### src/pkg/tsc_defs.svh
// register offsets, field positions, reset values and timing of the sleep timer
`ifndef TSC_DEFS_SVH
`define TSC_DEFS_SVH
`define TSC_OFS_FLAGS 10'h031
`define TSC_OFS_ACK_WCL 10'h035
`define TSC_OFS_WCH 10'h036
`define TSC_OFS_SRC_SEL 10'h207
`define TSC_OFS_CAL0 10'h209
`define TSC_OFS_CAL1 10'h20a
`define TSC_OFS_CAL2 10'h20b
`define TSC_OFS_OSC_CTL 10'h211
`define TSC_OFS_DIV 10'h220
`define TSC_OFS_WT_LO 10'h222
`define TSC_OFS_WT_HI 10'h223
`define TSC_OFS_REM_LO 10'h224
`define TSC_OFS_REM_HI 10'h225
`define TSC_OFS_MAIN0 10'h226
`define TSC_OFS_MAIN1 10'h227
`define TSC_OFS_MAIN2 10'h228
`define TSC_OFS_MAIN3 10'h229
`define TSC_BIT_DOZE_FLAG 7
`define TSC_BIT_WAKE_FLAG 6
`define TSC_BIT_ACK 7
`define TSC_BIT_CAL_DONE 7
`define TSC_BIT_CAL_GO 4
`define TSC_BIT_COUNT_GO 7
`define TSC_SRC_INTERNAL 2'h2
`define TSC_SRC_EXTERNAL 2'h1
`define TSC_RST_BYTE 8'h00
`define TSC_RST_SRC 2'h2
`define TSC_CAL_PERIODS 5'h10
`define TSC_MCLK_MHZ 40
`define TSC_FINE_STEP_NS 50
`define TSC_FINE_STEP_CYC ((`TSC_FINE_STEP_NS * `TSC_MCLK_MHZ) / 1000)
`endif

### src/pkg/tsc_pkg.sv
// types shared by the timed sleep controller modules
package tsc_pkg;
  typedef enum logic [1:0] {
    TSC_MODE_OFF,
    TSC_MODE_COORD,
    TSC_MODE_DEVICE,
    TSC_MODE_NONBEACON
  } tsc_mode_t;
  typedef enum {
    ST_IDLE,
    ST_ALERT,
    ST_DOZE,
    ST_SETTLE,
    ST_AWAKE_RUN,
    ST_REMAIN
  } tsc_state_t;
endpackage

### src/pkg/tsc_tick_if.sv
// carrier between the top and the sleep clock divider
`timescale 1ns/1ps
interface tsc_tick_if;
  logic raw_tick; // one pulse per selected oscillator period
  logic [4:0] divisor; // power-of-two division exponent
  logic div_tick; // one pulse per divided period
  modport src (output raw_tick, output divisor, input div_tick);
  modport div (input raw_tick, input divisor, output div_tick);
endinterface

### src/hw/tsc_divider.sv
// sleep clock divider: one output pulse per 2**divisor input pulses
`timescale 1ns/1ps
module tsc_divider (
  input wire logic mclk,
  input wire logic reset,
  tsc_tick_if.div tk
);
  import tsc_pkg::*;
  logic [31:0] cnt_q; // input pulses seen in this divided period
  logic [31:0] cnt_d;
  logic [31:0] last_w; // terminal count for the current divisor
  logic wrap_w;
  assign last_w = (32'h1 << tk.divisor) - 32'h1;
  assign wrap_w = tk.raw_tick && (cnt_q >= last_w);
  assign cnt_d = wrap_w ? 32'h0 : (tk.raw_tick ? cnt_q + 32'h1 : cnt_q);
  assign tk.div_tick = wrap_w;
  // count is compared with >= so a divisor lowered mid-period still wraps
  always_ff @(posedge mclk) begin
    if (reset) begin
      cnt_q <= 32'h0;
    end else begin
      cnt_q <= cnt_d;
    end
  end
endmodule

### src/hw/tsc_top.sv
// timed sleep controller: sleep clock, calibration, sleep counters, alerts
`timescale 1ns/1ps
`include "tsc_defs.svh"
// Summary of operation
// - stop main oscillator while asleep
// - registers retained, port reachable in sleep
// - source select picks internal or external
// - oscillator disable bit, active low enable
// - divisor further divides selected sleep clock
// - calibration counts fine steps, sixteen periods
// - calibration done flag when count completes
// - calibration result readable in three bytes
// - calibration counts in 50 ns steps
// - 26-bit main counter on sleep clock
// - 16-bit remain counter on main clock
// - wake time match restarts main oscillator
// - wake counter gates core clock while settling
// - coordinator beacon once per interval
// - device times inactive period
// - sleep alert at active/inactive boundary
// - acknowledge write turns main oscillator off
// - wake alert after settle count ends
// - nonbeacon start bit, wake alert at end
// - nonbeacon remain counts at half weight
module tsc_top (
  input wire logic mclk,
  input wire logic reset,
  input wire logic [9:0] reg_addr,
  input wire logic reg_wr,
  input wire logic reg_rd,
  input wire logic [7:0] reg_wdata,
  output logic [7:0] reg_rdata,
  input wire logic osc_int_in,
  input wire logic osc_ext_in,
  input wire tsc_pkg::tsc_mode_t sleep_mode,
  output logic main_osc_en,
  output logic core_clk_en,
  output logic low_power_tick,
  output logic beacon_tx,
  output logic inactive_end,
  output logic doze_alert_flag,
  output logic wake_alert_flag
);
  import tsc_pkg::*;

  // host-written configuration, kept through sleep
  logic [1:0] low_power_source_sel_q;
  logic low_power_osc_disable_n_q; // 1 stops the sleep oscillators
  logic [4:0] low_power_divisor_q;
  logic [10:0] osc_restart_point_q;
  logic [8:0] osc_settle_count_q;
  logic [15:0] fine_interval_count_q;
  logic [25:0] long_interval_count_q;
  // status
  logic period_measure_done_q;
  logic [19:0] period_measure_result_q;
  logic doze_flag_q;
  logic wake_flag_q;
  // sequencer
  tsc_state_t st_q;
  tsc_state_t st_d;
  logic [25:0] main_cnt_q; // counts down in sleep ticks
  logic [15:0] rem_cnt_q; // counts down in fine steps, every mclk in nonbeacon
  logic [8:0] settle_cnt_q;
  // calibration engine
  logic cal_busy_q;
  logic cal_armed_q; // first tick seen, measuring
  logic [4:0] cal_per_q;
  logic [19:0] cal_acc_q;
  // oscillator pin synchronisers and edge detect
  logic [1:0] int_sync_q;
  logic [1:0] ext_sync_q;
  logic sel_last_q;
  logic [1:0] fast_cnt_q; // half-rate step generator
  logic [7:0] rdata_q;
  logic beacon_q;
  logic inact_q;

  tsc_tick_if tk ();

  // register write decode
  // writes to the flag register are ignored: only a read clears the flags
  wire wr_ack = reg_wr && (reg_addr == `TSC_OFS_ACK_WCL);
  wire wr_wch = reg_wr && (reg_addr == `TSC_OFS_WCH);
  wire wr_src = reg_wr && (reg_addr == `TSC_OFS_SRC_SEL);
  wire wr_cal2 = reg_wr && (reg_addr == `TSC_OFS_CAL2);
  wire wr_osc = reg_wr && (reg_addr == `TSC_OFS_OSC_CTL);
  wire wr_div = reg_wr && (reg_addr == `TSC_OFS_DIV);
  wire wr_wtl = reg_wr && (reg_addr == `TSC_OFS_WT_LO);
  wire wr_wth = reg_wr && (reg_addr == `TSC_OFS_WT_HI);
  wire wr_rml = reg_wr && (reg_addr == `TSC_OFS_REM_LO);
  wire wr_rmh = reg_wr && (reg_addr == `TSC_OFS_REM_HI);
  wire wr_m0 = reg_wr && (reg_addr == `TSC_OFS_MAIN0);
  wire wr_m1 = reg_wr && (reg_addr == `TSC_OFS_MAIN1);
  wire wr_m2 = reg_wr && (reg_addr == `TSC_OFS_MAIN2);
  wire wr_m3 = reg_wr && (reg_addr == `TSC_OFS_MAIN3);
  wire rd_flags = reg_rd && (reg_addr == `TSC_OFS_FLAGS);
  wire doze_ack = wr_ack && reg_wdata[`TSC_BIT_ACK];
  wire cal_go = wr_cal2 && reg_wdata[`TSC_BIT_CAL_GO];
  wire count_go = wr_m3 && reg_wdata[`TSC_BIT_COUNT_GO];

  // sleep clock source and gating
  wire sel_level = (low_power_source_sel_q == `TSC_SRC_INTERNAL) ?
                   int_sync_q[1] :
                   (low_power_source_sel_q == `TSC_SRC_EXTERNAL) ?
                   ext_sync_q[1] : 1'b0;
  wire raw_edge = sel_level && !sel_last_q;
  assign tk.raw_tick = raw_edge && !low_power_osc_disable_n_q;
  assign tk.divisor = low_power_divisor_q;
  wire slp_tick = tk.div_tick;
  assign low_power_tick = slp_tick;

  // one fine step per 50 ns of main clock
  wire fast_step = (fast_cnt_q == 2'(`TSC_FINE_STEP_CYC - 1));
  wire is_beacon = (sleep_mode == TSC_MODE_COORD) ||
                   (sleep_mode == TSC_MODE_DEVICE);
  wire is_nonbeacon = (sleep_mode == TSC_MODE_NONBEACON);
  // nonbeacon remain runs at every mclk: half weight of the fine step
  wire rem_step = is_nonbeacon ? 1'b1 : fast_step;
  wire main_zero = (main_cnt_q == 26'h0);
  wire at_wake = (main_cnt_q <= {15'h0, osc_restart_point_q});
  wire settled = (settle_cnt_q >= osc_settle_count_q);
  wire rem_zero = (rem_cnt_q == 16'h0);
  wire alert_set = (st_q == ST_IDLE && is_beacon) ||
                   (st_q == ST_REMAIN && rem_zero && is_beacon);
  wire wake_set = (st_q == ST_SETTLE && settled && is_beacon) ||
                  (st_q == ST_REMAIN && rem_zero && is_nonbeacon);
  wire cal_end = cal_armed_q && slp_tick &&
                 (cal_per_q == `TSC_CAL_PERIODS - 5'h1);

  tsc_divider u_div (
    .mclk(mclk),
    .reset(reset),
    .tk(tk)
  );

  // sequencer next state
  always_comb begin
    st_d = st_q;
    case (st_q)
      ST_IDLE: begin
        if (is_beacon) begin
          st_d = ST_ALERT;
        end else if (is_nonbeacon && count_go) begin
          st_d = ST_DOZE;
        end
      end
      ST_ALERT: begin
        if (sleep_mode == TSC_MODE_OFF) begin
          st_d = ST_IDLE;
        end else if (doze_ack) begin
          st_d = ST_DOZE;
        end
      end
      ST_DOZE: begin
        if (slp_tick && at_wake) begin
          st_d = ST_SETTLE;
        end
      end
      ST_SETTLE: begin
        if (settled) begin
          st_d = ST_AWAKE_RUN;
        end
      end
      ST_AWAKE_RUN: begin
        if (main_zero) begin
          st_d = ST_REMAIN;
        end
      end
      ST_REMAIN: begin
        if (rem_zero) begin
          st_d = is_beacon ? ST_ALERT : ST_IDLE;
        end
      end
      default: st_d = ST_IDLE;
    endcase
  end

  // oscillator and core gating follow the sequencer
  assign main_osc_en = (st_q != ST_DOZE);
  assign core_clk_en = (st_q != ST_DOZE) && (st_q != ST_SETTLE);
  assign doze_alert_flag = doze_flag_q;
  assign wake_alert_flag = wake_flag_q;
  assign beacon_tx = beacon_q;
  assign inactive_end = inact_q;
  assign reg_rdata = rdata_q;

  // sequencer state and counters
  always_ff @(posedge mclk) begin
    if (reset) begin
      st_q <= ST_IDLE;
      main_cnt_q <= 26'h0;
      rem_cnt_q <= 16'h0;
      settle_cnt_q <= 9'h0;
    end else begin
      st_q <= st_d;
      if (st_q != ST_DOZE && st_d == ST_DOZE) begin
        main_cnt_q <= long_interval_count_q;
      end else if (slp_tick && !main_zero) begin
        main_cnt_q <= main_cnt_q - 26'h1;
      end
      if (st_d == ST_SETTLE && st_q != ST_SETTLE) begin
        settle_cnt_q <= 9'h0;
      end else if (st_q == ST_SETTLE && slp_tick && !settled) begin
        settle_cnt_q <= settle_cnt_q + 9'h1;
      end
      if (st_d == ST_REMAIN && st_q != ST_REMAIN) begin
        rem_cnt_q <= fine_interval_count_q;
      end else if (st_q == ST_REMAIN && rem_step && !rem_zero) begin
        rem_cnt_q <= rem_cnt_q - 16'h1;
      end
    end
  end

  // interval end pulses per beacon role
  always_ff @(posedge mclk) begin
    if (reset) begin
      beacon_q <= 1'b0;
      inact_q <= 1'b0;
    end else begin
      beacon_q <= (st_q == ST_REMAIN) && rem_zero &&
                  (sleep_mode == TSC_MODE_COORD);
      inact_q <= (st_q == ST_REMAIN) && rem_zero &&
                 (sleep_mode == TSC_MODE_DEVICE);
    end
  end

  // alert flags: set wins over the read that clears them
  always_ff @(posedge mclk) begin
    if (reset) begin
      doze_flag_q <= 1'b0;
      wake_flag_q <= 1'b0;
    end else begin
      doze_flag_q <= alert_set || (doze_flag_q && !rd_flags);
      wake_flag_q <= wake_set || (wake_flag_q && !rd_flags);
    end
  end

  // pins pass two flops before the edge detector looks at them
  always_ff @(posedge mclk) begin
    if (reset) begin
      int_sync_q <= 2'h0;
      ext_sync_q <= 2'h0;
      // starts high, but the synchronisers reset low, so a pin already high at release still gives one tick two cycles later
      sel_last_q <= 1'b1;
      fast_cnt_q <= 2'h0;
    end else begin
      int_sync_q <= {int_sync_q[0], osc_int_in};
      ext_sync_q <= {ext_sync_q[0], osc_ext_in};
      sel_last_q <= sel_level;
      fast_cnt_q <= fast_step ? 2'h0 : fast_cnt_q + 2'h1;
    end
  end

  // calibration: wait for a tick, then count steps over sixteen periods
  always_ff @(posedge mclk) begin
    if (reset) begin
      cal_busy_q <= 1'b0;
      cal_armed_q <= 1'b0;
      cal_per_q <= 5'h0;
      cal_acc_q <= 20'h0;
      period_measure_done_q <= 1'b0;
      period_measure_result_q <= 20'h0;
    end else if (cal_go) begin
      cal_busy_q <= 1'b1;
      cal_armed_q <= 1'b0;
      cal_per_q <= 5'h0;
      cal_acc_q <= 20'h0;
      period_measure_done_q <= 1'b0;
    end else if (cal_busy_q) begin
      if (!cal_armed_q) begin
        cal_armed_q <= slp_tick;
      end else begin
        if (fast_step) begin
          cal_acc_q <= cal_acc_q + 20'h1;
        end
        if (slp_tick) begin
          cal_per_q <= cal_per_q + 5'h1;
        end
        if (cal_end) begin
          cal_busy_q <= 1'b0;
          period_measure_done_q <= 1'b1;
          period_measure_result_q <= cal_acc_q +
                                     {19'h0, fast_step};
        end
      end
    end
  end

  // configuration writes; the port answers whatever the sleep state
  always_ff @(posedge mclk) begin
    if (reset) begin
      low_power_source_sel_q <= `TSC_RST_SRC;
      low_power_osc_disable_n_q <= 1'b0;
      low_power_divisor_q <= 5'h0;
      osc_restart_point_q <= 11'h0;
      osc_settle_count_q <= 9'h0;
      fine_interval_count_q <= 16'h0;
      long_interval_count_q <= 26'h0;
    end else begin
      if (wr_src) low_power_source_sel_q <= reg_wdata[7:6];
      if (wr_osc) low_power_osc_disable_n_q <= reg_wdata[0];
      if (wr_div) low_power_divisor_q <= reg_wdata[4:0];
      if (wr_wtl) osc_restart_point_q[7:0] <= reg_wdata;
      if (wr_wth) osc_restart_point_q[10:8] <= reg_wdata[2:0];
      if (wr_ack) osc_settle_count_q[6:0] <= reg_wdata[6:0];
      if (wr_wch) osc_settle_count_q[8:7] <= reg_wdata[4:3];
      if (wr_rml) fine_interval_count_q[7:0] <= reg_wdata;
      if (wr_rmh) fine_interval_count_q[15:8] <= reg_wdata;
      if (wr_m0) long_interval_count_q[7:0] <= reg_wdata;
      if (wr_m1) long_interval_count_q[15:8] <= reg_wdata;
      if (wr_m2) long_interval_count_q[23:16] <= reg_wdata;
      if (wr_m3) long_interval_count_q[25:24] <= reg_wdata[1:0];
    end
  end

  // read data selection; ack and start bits read back as 0 / busy
  wire [7:0] rd_flags_w = {doze_flag_q, wake_flag_q, 6'h0};
  wire [7:0] rd_cal2_w = {period_measure_done_q, 2'h0, 1'b0,
                          period_measure_result_q[19:16]};
  wire [7:0] rd_main3_w = {(st_q == ST_DOZE), 5'h0,
                           long_interval_count_q[25:24]};
  wire [7:0] rd_mux =
    (reg_addr == `TSC_OFS_FLAGS) ? rd_flags_w :
    (reg_addr == `TSC_OFS_ACK_WCL) ? {1'b0, osc_settle_count_q[6:0]} :
    (reg_addr == `TSC_OFS_WCH) ? {3'h0, osc_settle_count_q[8:7], 3'h0} :
    (reg_addr == `TSC_OFS_SRC_SEL) ? {low_power_source_sel_q, 6'h0} :
    (reg_addr == `TSC_OFS_CAL0) ? period_measure_result_q[7:0] :
    (reg_addr == `TSC_OFS_CAL1) ? period_measure_result_q[15:8] :
    (reg_addr == `TSC_OFS_CAL2) ? rd_cal2_w :
    (reg_addr == `TSC_OFS_OSC_CTL) ? {7'h0, low_power_osc_disable_n_q} :
    (reg_addr == `TSC_OFS_DIV) ? {3'h0, low_power_divisor_q} :
    (reg_addr == `TSC_OFS_WT_LO) ? osc_restart_point_q[7:0] :
    (reg_addr == `TSC_OFS_WT_HI) ? {5'h0, osc_restart_point_q[10:8]} :
    (reg_addr == `TSC_OFS_REM_LO) ? fine_interval_count_q[7:0] :
    (reg_addr == `TSC_OFS_REM_HI) ? fine_interval_count_q[15:8] :
    (reg_addr == `TSC_OFS_MAIN0) ? long_interval_count_q[7:0] :
    (reg_addr == `TSC_OFS_MAIN1) ? long_interval_count_q[15:8] :
    (reg_addr == `TSC_OFS_MAIN2) ? long_interval_count_q[23:16] :
    (reg_addr == `TSC_OFS_MAIN3) ? rd_main3_w : `TSC_RST_BYTE;

  // read data is registered: valid the cycle after reg_rd
  always_ff @(posedge mclk) begin
    if (reset) begin
      rdata_q <= `TSC_RST_BYTE;
    end else if (reg_rd) begin
      rdata_q <= rd_mux;
    end
  end
endmodule

### config.mk
export PLATFORM = sky130hd
export DESIGN_NAME = tsc_top
export DESIGN_NICKNAME = d
export VERILOG_FILES = /design/src/pkg/tsc_pkg.sv /design/src/pkg/tsc_tick_if.sv /design/src/hw/tsc_divider.sv /design/src/hw/tsc_top.sv
export VERILOG_INCLUDE_DIRS = /design/src /design/src/pkg
export SDC_FILE = /design/constraint.sdc
export NUM_CORES = 1
export LEC_CHECK = 0
export ABC_AREA = 1
export BUFFER_PORTS_ARGS = -buffer_cell sky130_fd_sc_hd__buf_2
export CAP_MARGIN = 40
export CORE_AREA = 8 8 198 200
export DETAILED_ROUTE_END_ITERATION = 8
export DIE_AREA = 0 0 206 208
export GPL_TIMING_DRIVEN = 0
export PLACE_DENSITY = 0.55
export REMOVE_ABC_BUFFERS = 1
export SETUP_SLACK_MARGIN = 0.5
export SKIP_CTS_REPAIR_TIMING = 1
export SLEW_MARGIN = 0
export SYNTH_ARGS = -nofsm -noshare
export SYNTH_HDL_FRONTEND = slang
export SYNTH_SLANG_ARGS = --single-unit
### constraint.sdc
create_clock -name mclk -period 4.1 [get_ports mclk]
set_input_delay 0.82 -clock mclk [delete_from_list [all_inputs] [get_ports mclk]]
set_output_delay 0.82 -clock mclk [all_outputs]
set_load 0.03 [all_outputs]
# Yosys cells after proc, flatten, opt, wreduce, memory -nomap -nowiden
# Cells that the tools add are included.
[op_classes]
n_addsub = 9
order_cmp = 3
n_eq_ne = 38
shift = 1
muxes = 39
bitwise = 1
reduce_logical = 70
[ops]
columns = ["cell", "n"]
rows = [
  ["$mux W32", 8],
  ["$eq A32 B3 Y1 const B", 6],
  ["$pmux W32 S6", 1],
  ["$eq A10 B10 Y1 const B", 14],
  ["$mux W8", 17],
  ["$eq A32 B2 Y1 const B", 2],
  ["$eq A32 B4 Y1 const B", 2],
  ["$logic_not A32 Y1", 2],
  ["$ne A32 B3 Y1 const B", 2],
  ["$mux W26", 2],
  ["$logic_and A1 B1 Y1", 44],
  ["$add A32 B1 Y32 const B", 1],
  ["$eq A32 B1 Y1 const B", 1],
  ["$ge A32 B32 Y1", 1],
  ["$mux W16", 2],
  ["$ne A32 B4 Y1 const B", 1],
  ["$shl A1 B5 Y32 const A", 1],
  ["$sub A32 B1 Y32 const B", 1],
  ["$eq A10 B6 Y1 const B", 3],
  ["$le A26 B11 Y1", 1],
  ["$logic_not A26 Y1", 1],
  ["$sub A26 B1 Y26 const B", 1],
  ["$add A20 B1 Y20", 1],
  ["$add A20 B1 Y20 const B", 1],
  ["other kinds (18)", 45],
]
[word_totals]
ff_bits = 252
inputBits = 26
out_inout_bits = 15
elab_cells = 194

# Depth between registers and ports, before layout
[logic_depth]
ltp_word = 18
ltp_mapped = 29
ltp_nobuf = 28

# Cells and area by module
# From an unflattened synthesis, not the netlist that was laid out.
[unflattened]
hier_cells = 2093
hier_area_um2 = 14609.0
[modules_own_cells]
columns = ["mod", "instances", "cells_per_inst", "area_per_inst_um2", "seq_area_each_um2"]
rows = [
  ["tsc_top", 1, 1611, 11488.5, 4404.2],
  ["tsc_divider", 1, 482, 3120.5, 640.6],
]

# Worst setup path before layout
# OpenSTA, ideal clock, no wires.
[synth_path]
path_kind = "register to output"
from = "reg low_power_divisor_q[2]"
to = "out low_power_tick"
arrival_time_ps = 3022
t_required_ps = 3280
path_slack_ps = 258
path_stages_with_launch = 24
n_path_buf = 0
cell_sequence = "dfxtp_1 > inv_2 > nand2_2 > inv_1 > nand2_1 > ha_1 > inv_1 > nor3_2 > nand2_2 > nor2_4 > nand4_4 > nor2_4 > nand3_1 > nand2_1 > nand2_1 > ha_1 > nand2_1 > nor2_1 > nand2_1 > nor4_2 > nand4_1 > nand3_2 > nand2_2 > inv_2"
[synth_via]
elab_chain_cells = 4
[synth_lines]
columns = ["element", "line", "text"]
rows = [
  ["start, declared", "tsc_top.sv:49", "logic [4:0] low_power_divisor_q;"],
  ["start signal, assigned", "tsc_top.sv:303", "if (wr_div) low_power_divisor_q <= reg_wdata[4:0];"],
  ["$shl A1 B5 Y32", "tsc_divider.sv:13", "assign last_w = (32'h1 << tk.divisor) - 32'h1;"],
  ["$sub A32 B1 Y32", "tsc_divider.sv:13", ""],
  ["$ge A32 B32 Y1", "tsc_divider.sv:14", "assign wrap_w = tk.raw_tick && (cnt_q >= last_w);"],
  ["$logic_and A1 B1 Y1", "tsc_divider.sv:14", ""],
  ["end, declared", "tsc_top.sv:38", "output logic low_power_tick,"],
]
# No other way between the ends.

# Worst setup path in the final report
[layout_path]
from = "reg low_power_divisor_q[4]"
to = "out low_power_tick"
# The elaborated chain is that of the path after synthesis.

==> results.txt <==
Status = complete, but fails checks
Failing checks = negative setup slack
Fin crit period = 4.747 ns
DRT Pass-1 Iters = 5
Register area share after synthesis = 0.3462
Most used DFF post-synth = dfxtp_1
Die ar. = 42850 um^2
Cell depth of the worst setup path = 23
RSZ-0062 raised after global routing = yes
DRT iter0 DRCs = 937
Slowest cell delay on critical path = 0.40 ns
Number of fill cells = 3706
DIE WIDTH = 206 um
Via count = 13660
Initial antenna violation count = 0
Asr flop ratio synth = 0
Io pins = 41
Final worst-path setup slack = -0.6474 ns
Total CTS buffers = 30
CP Cell Sequence = nor2_2, nand2_1, nand2_1, nor2_2, nand2_2, nor3_4, nand2_2, nor2_4, nand4_4, nor2_4, nand3_2, nand2_1, nand2_1, ha_1, nand2_2, nor2_4, nand2_1, o211ai_1, a31oi_1, nand3_2, nand2_4, inv_8, buf_6
Total wire length = 43060 um
Synth warn = 0
# rows = 70
RePlAce Congestion = 0.9169
CP top delay family = simple AND/OR/NAND/NOR gates
CTS tree = done
CTS clk-pin slew, worst paths = 0.06 ns
Required @ worst endpoint = 3.28 ns
Post-synthesis xor/xnor area fraction = 0.06372
Vias/cell = 5.074
Synth cell types = 56
LEAKAGE = 0.007157 uW
Starting density of the core = 0.4038
Fin nets = 2295
Post-synthesis adder-cell area fraction = 0.05839
Core region area = 36080 um^2
Max Clock Freq = 0.2106 GHz
CTS Buffer Depth = 3
Cell area power density = 322.0 nW/um^2
Setup violators final = 53
Mapped Cells = 2107
WS Path Type = register to output port
Register area = 5064 um^2
# DRC = 0
Synthesized cell area = 14570 um^2
Post-DP HPWL = 31670 um
Worst EP arrival = 3.93 ns
Fin. max-slew vios = 0
Grt ovf = 0
Commonest cells after routing, fill and taps aside = nand2_1 (437), inv_1 (248), dfxtp_1 (247), nor2_1 (213), a21oi_1 (194)
Crit end category = output port
Placed cell areas = 15280 um^2
Simple logic cell fraction of the synthesized area = 0.2985
Type of the most critical hold path = register to register
Cell mode on critical path = nand2_1
Clock root cell = clkbuf_16
Global-route usage over all layers = 0.1920
Area grow syn2layout = 17.20%
Die Span Y = 208 um
# Max-Cap Violations = 0
Drt wl/cell = 16.00 um
Main combinational cell family by area after synthesis = simple AND/OR/NAND/NOR gates
Final setup TNS = -25.08 ns
Final Hold Vio Count = 0
Buffers & Inverters on Critical Path = 2
Fraction of layout cells with a size suffix above 1 = 0.1286
Most common cell after layout, fill and taps aside = nand2_1
Fin crit share = 1.158
Slew at the pin closest to its max-slew limit = 0.8702 ns
N_diodes = 0
Mux cell area share after synthesis = 0.0006870
CTS Sinks = 252
Register bit total from synthesis = 252
Post-route ant nets = 0
CP Launch Type = register
Compound-Gate Fraction of Synth Area = 0.1415
Area of the multi-input gates = 8626 um^2
Clock latency on the worst-skew pair = 0.59 ns
CP max stage cell = dfxtp_4
H-tree depth = 1
Synthesized area per cell = 6.915 um^2
Crit-path max FO = 9
Largest net degree at the start of global routing = 58
Post-Route Skew = 0.02004 ns
Post-synth EDFFs = 0
PortBufs = 40
Rel. slew slack = 0.4185
Maximum vdd drop = 0.0003433 V
Final instance area = 17080 um^2
Vias in the first global route = 12570
FF-to-FF path depth = 35
DP Cell Count = 2593
Hold depth = 2
Final Non-Filler Cells = 2692
First-pass GRT wire length = 67050 um
through the flow:
step / total power [uW] / hold WS, ns / worst slack [ns] / util
after detailed placement: 2716 / 0.4168 / -0.8177 / 0.4235
after floorplan: 2618 / 0.3883 / 0.02378 / -
after CTS: 5540 / 0.4106 / -1.342 / 0.4527
final: 5498 / 0.4209 / -0.6474 / 0.4732
after global routing: 5691 / 0.4393 / -0.9052 / 0.4732
after global placement: 2708 / 0.4165 / -1.580 / 0.4208
cells by family after synthesis:
family,after synthesis
simple gates,958
fa+ha+maj,68
buf+inv,332
flops,252
other cells,2
mux,1
compound gates,388
xor+xnor,106
power by group:
| group | leakage, uW | internal (uW) | switching (uW) |
|---|---|---|---|
| clock | 0.000519 | 1680 | 1130 |
| combinational | 0.00459 | 61.6 | 153 |
| sequential | 0.00205 | 2470 | 6.93 |
| total | 0.00716 | 4210 | 1290 |
layer usage:
metal  vias up  part of all wire  track usage
li1       7025                 -            -
met1      6288              0.47       0.2663
met2       291              0.46       0.3089
met3        54             0.055      0.02952
met4         0             0.019      0.04357
met5         -                 0            0
flip-flops by register name, indices dropped and copies added, names as in the netlist, 11 cells and up:
name	cells
period_measure_result_q	20
long_interval_count_q	26
osc_restart_point_q	11
main_cnt_q	26
rem_cnt_q	16
u_div.cnt_q	32
st_q	32
cal_acc_q	20
fine_interval_count_q	16
Yosys cell counts (all sizes together), types with 3 or more instances:
cell | n | area (um^2)
nand2 | 465 | 1823
inv | 273 | 1027
nor2 | 257 | 1099
dfxtp | 252 | 5045
a21oi | 197 | 986.0
o21ai | 157 | 793.3
nand3 | 124 | 645.6
xor2 | 76 | 665.6
ha | 68 | 850.8
nor3 | 50 | 304.1
nand4 | 35 | 246.5
clkbuf | 31 | 126.4
xnor2 | 30 | 262.8
buf | 25 | 151.4
nor4 | 15 | 121.4
a211oi | 8 | 60.06
nand3b | 7 | 65.06
o211ai | 7 | 52.55
o21a | 7 | 52.55
a31oi | 3 | 18.77
clkinv | 3 | 12.51
nor3b | 3 | 32.53
worst paths after layout:
path                                                     to                                 from  slack (ns)
worst max-delay path                         low_power_tick  low_power_divisor_q[4]$_SDFFE_PP0P_       -0.65
worst min-delay path               ext_sync_q[1]$_SDFF_PP0_             ext_sync_q[0]$_SDFF_PP0_        0.42
worst max register to register  u_div.cnt_q[5]$_SDFFE_PP0P_  low_power_divisor_q[4]$_SDFFE_PP0P_       -0.62
worst min register to register     ext_sync_q[1]$_SDFF_PP0_             ext_sync_q[0]$_SDFF_PP0_        0.42
area by class of cell:
class                           count  share of cell area
Multi-Input combinational cell   1555              0.5051
Clock inverter                     15             0.01077
Sequential cell                   252              0.2965
Clock buffer                       40             0.05085
Tap cell                          468             0.03429
Timing Repair Buffer               86             0.04023
Inverter                          276             0.06221
worst reg2reg max path, delay by kind of cell (launching register included):
family,cells,cell delay (ns)
simple gates,22,2.55
fa+ha+maj,1,0.28
buf+inv,12,1.37
flops,1,0.40
No activity file was read; power rests on OpenSTA's default activity.
